===== config.mk =====
export PLATFORM = sky130hd
export DESIGN_NAME = fcl_config_port
export DESIGN_NICKNAME = d
export VERILOG_FILES = /design/src/hw/fcl_config_port.v
export VERILOG_INCLUDE_DIRS = /design/src /design/src/hw
export SDC_FILE = /design/constraint.sdc
export NUM_CORES = 1
export LEC_CHECK = 0
export ABC_AREA = 1
export BUFFER_PORTS_ARGS = -buffer_cell sky130_fd_sc_hd__buf_2
export CORE_MARGIN = 1.5
export CORE_UTILIZATION = 35
export CTS_CLUSTER_SIZE = 14
export DETAILED_ROUTE_END_ITERATION = 16
export GPL_TIMING_DRIVEN = 0
export PLACE_DENSITY = 0.56
export REMOVE_ABC_BUFFERS = 1
export SLEW_MARGIN = 30
export SYNTH_ARGS = -nofsm -noshare
export SYNTH_HDL_FRONTEND = slang
export SYNTH_SLANG_ARGS = --single-unit

===== constraint.sdc =====
create_clock -name clk -period 5.8 [get_ports clk]
set_clock_uncertainty 0.05 [all_clocks]
set_input_delay 1.16 -clock clk [delete_from_list [all_inputs] [get_ports clk]]
set_output_delay 1.16 -clock clk [all_outputs]
set_load 0.01 [all_outputs]

===== src/hw/fcl_consts.vh =====
// Constants for the configuration load port
`ifndef FCL_CONSTS_VH
`define FCL_CONSTS_VH

`define FCL_CLK_NS 40
`define FCL_REQ_FALL_NS 600
`define FCL_REQ_FALL_CYC ((`FCL_REQ_FALL_NS) / (`FCL_CLK_NS))
`define FCL_REQ_MIN_US 2
`define FCL_REQ_MIN_CYC (((`FCL_REQ_MIN_US) * 1000 + (`FCL_CLK_NS) - 1) / (`FCL_CLK_NS))
`define FCL_STAT_MIN_US 268
`define FCL_STAT_MAX_US 1506
`define FCL_STAT_MIN_CYC (((`FCL_STAT_MIN_US) * 1000 + (`FCL_CLK_NS) - 1) / (`FCL_CLK_NS))
`define FCL_STAT_MAX_CYC (((`FCL_STAT_MAX_US) * 1000) / (`FCL_CLK_NS))
`define FCL_INIT_CYCLES 17408
`define FCL_USR_DELAY_EDGES 4
`define FCL_TRAIL_EDGES 2
`define FCL_RATE_12M5 2'h0
`define FCL_RATE_25M 2'h1
`define FCL_RATE_50M 2'h2
`define FCL_RATE_100M 2'h3

`endif


===== src/hw/fcl_config_port.v =====
// Configuration load port: parallel and active serial load, status and init
`timescale 1ns/1ps
// Function
// - User mode all high; request low restarts
// - Status held low during power-on delay
// - Load-complete low until all data received
// - Stopped parallel clock simply pauses loading
// - Load-complete rises only after full image
// - Init-done output low until init finishes
// - Request low drops done, status within 600ns
// - Status low pulse 268 to 1506 us
// - Status rises within 1506 us of request
// - Initialization takes 17408 init clock cycles
// - User clock used after four clock periods
// - Oscillator init finishes within 175-437 us; here 17408 ticks of two 40 ns clocks take about 1393 us
// - x4 serial mode takes four bits per cycle
// - Serial command out on fall, sample fall
// - Serial clock rate selectable among four
// - Chained serial load forbids fastest rate
// - Remote update limits serial rate to slowest
// - Init clock from oscillator or user clock
// - Data ratio from width and features
`include "fcl_consts.vh"

// Design notes
// Request, host clock, user clock and status pin inputs pass two flip-flops; data pins are sampled directly.
// Parallel words are taken on the synchronised rising edge of the host
// clock, so the host clock must stay well below the system clock.
// A stopped host clock leaves the sequencer waiting in the load state.
// The status pin is open drain: the block only ever drives it low.
// Another party holding status low delays the start of loading.
// Status seen low during loading marks a load error until restart.
// The serial clock comes from a divider of the system clock; with the 40 ns
// system clock every rate setting runs at one eighth of its named rate.
// Initialisation counts ticks of either the oscillator divider or the
// synchronised user clock; the user clock must be slow enough for the
// synchroniser to see every rising edge.
// A low clock enable freezes every register, synchronisers included.

module fcl_config_port #(
  parameter IMAGE_WORDS = 1024,
  parameter INIT_CYCLES = `FCL_INIT_CYCLES,
  parameter STAT_MIN_CYC = `FCL_STAT_MIN_CYC,
  parameter POR_CYCLES = 8192,
  parameter OSC_DIV = 2
) (
  input wire clk,
  input wire sys_rst,
  input wire clkEn,
  input wire cfgRequestN,
  input wire statusIn,
  output wire statusOut,
  output wire statusOe,
  output reg loadDone,
  output reg initDoneN,
  output reg userMode,
  output reg cfgError,
  input wire activeSerialMode,
  input wire wide16,
  input wire compressOn,
  input wire encryptOn,
  input wire serialX4,
  input wire chainMode,
  input wire remoteUpdate,
  input wire [1:0] rateSel,
  input wire useUserClock,
  input wire initDoneEnable,
  input wire cfgClockIn,
  input wire [15:0] dataIn,
  input wire userInitClock,
  output reg cfgClockOut,
  output reg cfgClockOe,
  output reg bootRomCs,
  output reg bootRomIo,
  output reg [31:0] wordCount,
  output reg [15:0] lastWord
);
  localparam ST_POR = 3'h0;
  localparam ST_RESET = 3'h1;
  localparam ST_WAIT = 3'h2;
  localparam ST_LOAD = 3'h3;
  localparam ST_TRAIL = 3'h4;
  localparam ST_INIT = 3'h5;
  localparam ST_USER = 3'h6;

  reg [2:0] state_reg;
  reg [23:0] timer_reg;
  reg [15:0] assemble_reg;
  reg [4:0] nibble_reg;
  reg [2:0] ratioCnt_reg;
  reg [2:0] edgeCnt_reg;
  reg [7:0] divCnt_reg;
  reg [2:0] reqMeta_reg, clkMeta_reg, usrMeta_reg, statMeta_reg;
  reg statusLow_reg;
  // Serial read command shifted out ahead of the data stream
  localparam READ_CMD = 8'h03;
  reg [7:0] cmd_reg;
  reg [3:0] cmdBits_reg;

  wire reqSync = reqMeta_reg[1];
  wire cfg_clock = clkMeta_reg[1];
  wire dclkRise = clkMeta_reg[1] & ~clkMeta_reg[2];
  wire dclkFall = ~clkMeta_reg[1] & clkMeta_reg[2];
  wire usrRise = usrMeta_reg[1] & ~usrMeta_reg[2];
  wire statExt = statMeta_reg[1];

  // Data ratio from width and features
  reg [2:0] ratio;
  always @* begin
    if (wide16) begin
      if (compressOn)
        ratio = 3'h4;
      else if (encryptOn)
        ratio = 3'h2;
      else
        ratio = 3'h1;
    end else begin
      ratio = compressOn ? 3'h2 : 3'h1;
    end
  end

  // Effective serial rate: clamp for chain and remote update
  reg [1:0] rateEff;
  always @* begin
    if (remoteUpdate)
      rateEff = `FCL_RATE_12M5;
    else if (chainMode && rateSel == `FCL_RATE_100M)
      rateEff = `FCL_RATE_50M;
    else
      rateEff = rateSel;
  end

  // Half period in system clocks for each rate setting
  reg [7:0] halfPeriod;
  always @* begin
    case (rateEff)
      `FCL_RATE_12M5: halfPeriod = 8'h08;
      `FCL_RATE_25M: halfPeriod = 8'h04;
      `FCL_RATE_50M: halfPeriod = 8'h02;
      default: halfPeriod = 8'h01;
    endcase
  end

  // Open-drain status: drive low while statusLow_reg
  assign statusOut = 1'b0;
  assign statusOe = statusLow_reg;

  // Input synchronisers
  always @(posedge clk) begin
    if (sys_rst) begin
      reqMeta_reg <= 3'h7;
      clkMeta_reg <= 3'h0;
      usrMeta_reg <= 3'h0;
      statMeta_reg <= 3'h0;
    end else if (clkEn) begin
      reqMeta_reg <= {reqMeta_reg[1:0], cfgRequestN};
      clkMeta_reg <= {clkMeta_reg[1:0], cfgClockIn};
      usrMeta_reg <= {usrMeta_reg[1:0], userInitClock};
      statMeta_reg <= {statMeta_reg[1:0], statusIn};
    end
  end

  // Serial word from x1 or x4 bits
  wire [15:0] serialNext = serialX4 ? {assemble_reg[11:0], dataIn[3:0]}
                                    : {assemble_reg[14:0], dataIn[0]};
  wire [4:0] serialStep = serialX4 ? 5'h4 : 5'h1;
  wire serialFall = cfgClockOut && (divCnt_reg == halfPeriod - 8'h01);
  wire [15:0] wordIn = wide16 ? dataIn : {8'h00, dataIn[7:0]};
  wire initTick = useUserClock ? usrRise : (divCnt_reg == 8'h00);

  // Main sequencer
  always @(posedge clk) begin
    if (sys_rst) begin
      state_reg <= ST_POR;
      timer_reg <= 24'h0;
      statusLow_reg <= 1'b1;
      loadDone <= 1'b0;
      initDoneN <= 1'b1;
      userMode <= 1'b0;
      cfgError <= 1'b0;
      cfgClockOut <= 1'b0;
      cfgClockOe <= 1'b0;
      bootRomCs <= 1'b1;
      bootRomIo <= 1'b0;
      wordCount <= 32'h0;
      lastWord <= 16'h0;
      assemble_reg <= 16'h0;
      nibble_reg <= 5'h0;
      ratioCnt_reg <= 3'h0;
      edgeCnt_reg <= 3'h0;
      divCnt_reg <= 8'h0;
      cmd_reg <= 8'h00;
      cmdBits_reg <= 4'h0;
    end else if (clkEn) begin
      if (!reqSync && state_reg != ST_POR && state_reg != ST_RESET) begin
        state_reg <= ST_RESET;
        statusLow_reg <= 1'b1;
        loadDone <= 1'b0;
        userMode <= 1'b0;
        initDoneN <= 1'b1;
        cfgClockOe <= 1'b0;
        bootRomCs <= 1'b1;
        timer_reg <= 24'h0;
      end else begin
        case (state_reg)
          ST_POR: begin
            statusLow_reg <= 1'b1;
            loadDone <= 1'b0;
            timer_reg <= timer_reg + 24'h1;
            if (timer_reg >= POR_CYCLES - 1) begin
              state_reg <= ST_RESET;
              timer_reg <= 24'h0;
            end
          end
          ST_RESET: begin
            statusLow_reg <= 1'b1;
            if (timer_reg < 24'hffffff)
              timer_reg <= timer_reg + 24'h1;
            // Release once request high and minimum pulse elapsed
            if (reqSync && timer_reg >= STAT_MIN_CYC - 1) begin
              statusLow_reg <= 1'b0;
              state_reg <= ST_WAIT;
              cfgError <= 1'b0;
              wordCount <= 32'h0;
              ratioCnt_reg <= 3'h0;
              nibble_reg <= 5'h0;
              divCnt_reg <= 8'h0;
              // Command is reloaded for every new load
              cmd_reg <= READ_CMD;
              cmdBits_reg <= 4'h8;
            end
          end
          ST_WAIT: begin
            // Held low by another party extends the wait
            if (statExt)
              state_reg <= ST_LOAD;
          end
          ST_LOAD: begin
            if (!statExt)
              cfgError <= 1'b1;
            if (!activeSerialMode) begin
              // Parallel: only clock edges advance; stopped clock waits
              if (dclkRise) begin
                if (ratioCnt_reg == 3'h0) begin
                  lastWord <= wordIn;
                  wordCount <= wordCount + 32'h1;
                end
                ratioCnt_reg <= (ratioCnt_reg == ratio - 3'h1) ? 3'h0 : ratioCnt_reg + 3'h1;
              end
            end else begin
              cfgClockOe <= 1'b1;
              bootRomCs <= 1'b0;
              // Serial clock divider: one toggle per half period
              if (divCnt_reg == halfPeriod - 8'h01) begin
                divCnt_reg <= 8'h0;
                cfgClockOut <= ~cfgClockOut;
              end else begin
                divCnt_reg <= divCnt_reg + 8'h01;
              end
              // Falling edge: next command bit out, flash data in
              if (serialFall) begin
                if (cmdBits_reg != 4'h0) begin
                  bootRomIo <= cmd_reg[7];
                  cmd_reg <= {cmd_reg[6:0], 1'b0};
                  cmdBits_reg <= cmdBits_reg - 4'h1;
                end else begin
                  // Command done: line rests low, data assembled MSB first
                  bootRomIo <= 1'b0;
                  assemble_reg <= serialNext;
                  if (nibble_reg + serialStep >= 5'h10) begin
                    nibble_reg <= 5'h0;
                    lastWord <= serialNext;
                    wordCount <= wordCount + 32'h1;
                  end else begin
                    nibble_reg <= nibble_reg + serialStep;
                  end
                end
              end
            end
            if (wordCount >= IMAGE_WORDS && ratioCnt_reg == 3'h0 && !cfgError) begin
              loadDone <= 1'b1;
              state_reg <= ST_TRAIL;
              edgeCnt_reg <= 3'h0;
              initDoneN <= ~initDoneEnable;
            end
          end
          ST_TRAIL: begin
            // Count trailing falling edges, then user clock settle
            if (activeSerialMode ? serialFall : dclkFall)
              edgeCnt_reg <= edgeCnt_reg + 3'h1;
            // Serial clock keeps its selected rate for trailing edges
            if (activeSerialMode) begin
              if (divCnt_reg == halfPeriod - 8'h01) begin
                divCnt_reg <= 8'h0;
                cfgClockOut <= ~cfgClockOut;
              end else begin
                divCnt_reg <= divCnt_reg + 8'h01;
              end
            end
            if (edgeCnt_reg >= (useUserClock ? `FCL_USR_DELAY_EDGES : `FCL_TRAIL_EDGES)) begin
              state_reg <= ST_INIT;
              timer_reg <= 24'h0;
              divCnt_reg <= 8'h0;
              cfgClockOe <= 1'b0;
              bootRomCs <= 1'b1;
            end
          end
          ST_INIT: begin
            divCnt_reg <= (divCnt_reg == OSC_DIV - 1) ? 8'h0 : divCnt_reg + 8'h01;
            if (initTick)
              timer_reg <= timer_reg + 24'h1;
            if (timer_reg >= INIT_CYCLES) begin
              state_reg <= ST_USER;
              userMode <= 1'b1;
              initDoneN <= 1'b1;
            end
          end
          ST_USER: begin
            userMode <= 1'b1;
          end
          default: state_reg <= ST_RESET;
        endcase
      end
    end
  end
endmodule


==> metrics.txt <==
via/cell ratio=between 4 and 5; Final period util=between 60% and 70%; RSZ-0062 raised after global routing=no; setup ws final=~1900 ps; Final Hold Fails=0; Gate power share=25.1%; Max-Cap Viols=0; Max Slew Vio Count=0; vias in the first global route=about 7700; VDD IR max=0.1408 mV; dpl hpwl=~16000 um; WP data required=6080 ps; total global routing overflow=0; PwrDens=approximately 300 nW/um^2; ANT nets after route=0; DP Area=9176 um^2; CTS tree=built; Final Critical Period=around 3900 ps; Yosys top cell by area=dfxtp_1; routability cong.=0.8759; Synth Area per Inst=roughly 6.5 um^2; post-route DRC violation count=0; first-pass GRT wire length=roughly 39000 um; drt wl/cell=13.45 um; Largest register FFs=32; power share of the clock group=roughly two fifths; Worst path slowest cell=nand2_2; mapped cell area=between 8000 and 9000 um^2; post-place setup slack=around 1400 ps; Die Y=about 160 um; cell internal pwr=0.001878 W; WL final=between 20000 and 25000 um; layout overhead on the synthesized area=13.92%; post-CTS resize count=0; CTS root buf=clkbuf_16; initial core utilization=35.52%; Port Buffer Count=90; Net Switching=0.001063 W; share of cells above drive strength 1=12.76%; nets=around 1400; cell area after layout=between 9000 and 10000 um^2; critical path, cell by cell=buf_2, inv_1, ha_1, ha_1, nand2_1, nand2_1, nand2_1, xnor2_1, nand3_2, nand3_2, nand2_2, inv_1, nor2_1, nor2_1; status=finished clean; Clk Latency, worst-skew pair=440 ps; Switching Fraction=between 30% and 40%; Filler cells=between 2000 and 3000; DRT iter0 DRCs=slightly below 600; Die X=between 150 and 200 um; Hold Path Class=flop to flop; Async SR Flop Fraction=0%; Setup Viol. Count Final=0; Yosys cell types=between 40 and 50; CP max stage delay=760 ps; pin count of the biggest net entering global routing=58; Area contributors post-synth=dfxtp_1 33%, nand2_1 14%, nor2_1 8.3%; top_reg_cell synth=dfxtp_1; Site Rows=57; H-tree depth=4; cell family with most CP delay=simple AND/OR/NAND/NOR gates; post-synth top area share=about a third; clock buffer depth=2; post-synthesis sequential area ratio=between 30% and 40%; element type at the critical path end=flop; full die area=25480 um^2; ant diodes=0; IO Count=92; worst setup path class=input pin to flop; sequential power share=roughly 36%; GR Util All Layers=18.44%; Clock transition at path regs=around 60 ps; drt pass-1 iters=5; Arr. time, crit path=between 4000 and 5000 ps; Leakage=3.849 nW; TNS Setup=0 ps; top cells by count, synth=320 x nand2_1, 191 x nor2_1, 140 x dfxtp_1; initial antenna violation count=0; worst-margin pin slew=932.0 ps; post-layout util=approximately two fifths; Num CTS Buffers=17; startpoint types=input pin; synth warn=0; Max Fclk=between 200 and 300 MHz; setup bufs post-CTS=0; top-count cell post-synth=nand2_1; Synth Instances=1326; flops & latches, synth=140; WP buf/inv=3; Core ar.=~24000 um^2; # clock sinks=between 100 and 150; Post-synth EDFFs=0; CTS Hold Bufs=0; CP dominant cell by count=nand2_1; vias=about 8400; worst-path fanout max=33; Slew HR=a little under two fifths
cell type report:
class                           instances  area, um^2  area share, %
Multi-Input combinational cell       1008        5019          51.30
Sequential cell                       140        2803          28.65
Timing Repair Buffer                   91       484.2          4.950
Inverter                              124       469.2          4.797
Clock buffer                           17       425.4          4.349
Tap cell                              324       405.4          4.144
Clock inverter                         15       176.4          1.804
tightest hold or removal path, delay by kind of cell, from the launching register on:
kind / cells / cell delay [ps]
compound gates: 1 / 50
flops: 1 / 310
simple gates: 1 / 60
logic make-up after synthesis:
family	synth area share, %
compound gates	13.71
mux	1.399
buf+inv	8.961
simple gates	36.95
flops	32.64
fa+ha+maj	2.623
xor+xnor	3.672
other cells	0.04367
power groups by stage:
stage	Clock [W]	Combinational (W)	Sequential [W]
5_1_grt	0.00120	0.000856	0.00108
6_report	0.00113	0.000739	0.00107
4_1_cts	0.00116	0.000742	0.00107
3_5_place_dp	0	0.000739	0.00109
3_3_place_gp	0	0.000737	0.00109
2_1_floorplan	0	0.000523	0.00109
per-stage QoR:
| stage | total power [W] | hold slack (ps) | cells |
|---|---|---|---|
| 2_1_floorplan | 0.001609 | 379.2 | 1272 |
| 3_3_place_gp | 0.001827 | 394.0 | 1686 |
| 3_5_place_dp | 0.001831 | 402.5 | 1687 |
| 4_1_cts | 0.002977 | 415.0 | 1719 |
| 5_1_grt | 0.003134 | 432.0 | 1719 |
| 6_report | 0.002942 | 410.6 | 1719 |
routing by layer:
| metal | vias to the layer above | track usage (%) | share of wire [%] |
|---|---|---|---|
| li1 | 4437 | - | - |
| met1 | 3787 | 25.33 | 50 |
| met2 | 130 | 29.63 | 46 |
| met3 | 15 | 3.896 | 4.1 |
| met4 | 0 | 4.074 | 0.69 |
| met5 | - | 0 | 0 |
worst paths after layout:
check / from / to / slack, ps / cells after the start
worst max-delay path: serialX4 / wordCount[0] / 1950 / 14
worst min-delay path: lastWord[0] / lastWord[0] / 410 / 2
worst max register to register: state_reg[2] / wordCount[0] / 2290 / 10
worst min register to register: lastWord[0] / lastWord[0] / 410 / 2
cell usage in the layout (no fill, tap or decap), types with 7 or more instances in the layout:
cell type / netlist / final
mux2i_1: 12 / 12
ha_1: 18 / 18
nor3_1: 20 / 20
inv_1: 116 / 114
dfxtp_1: 140 / 140
o21ai_0: 73 / 73
xnor2_1: 12 / 12
nand4_1: 15 / 15
nor2_1: 191 / 191
xor2_1: 24 / 24
inv_2: 6 / 8
nor2_2: 7 / 7
buf_2: 12 / 89
nand3_1: 135 / 135
clkbuf_16: 0 / 17
nand2_2: 10 / 10
a211oi_1: 10 / 10
a21oi_1: 107 / 107
nand3_2: 7 / 7
nand2_1: 320 / 320
Power figures use the tool's default switching activity.
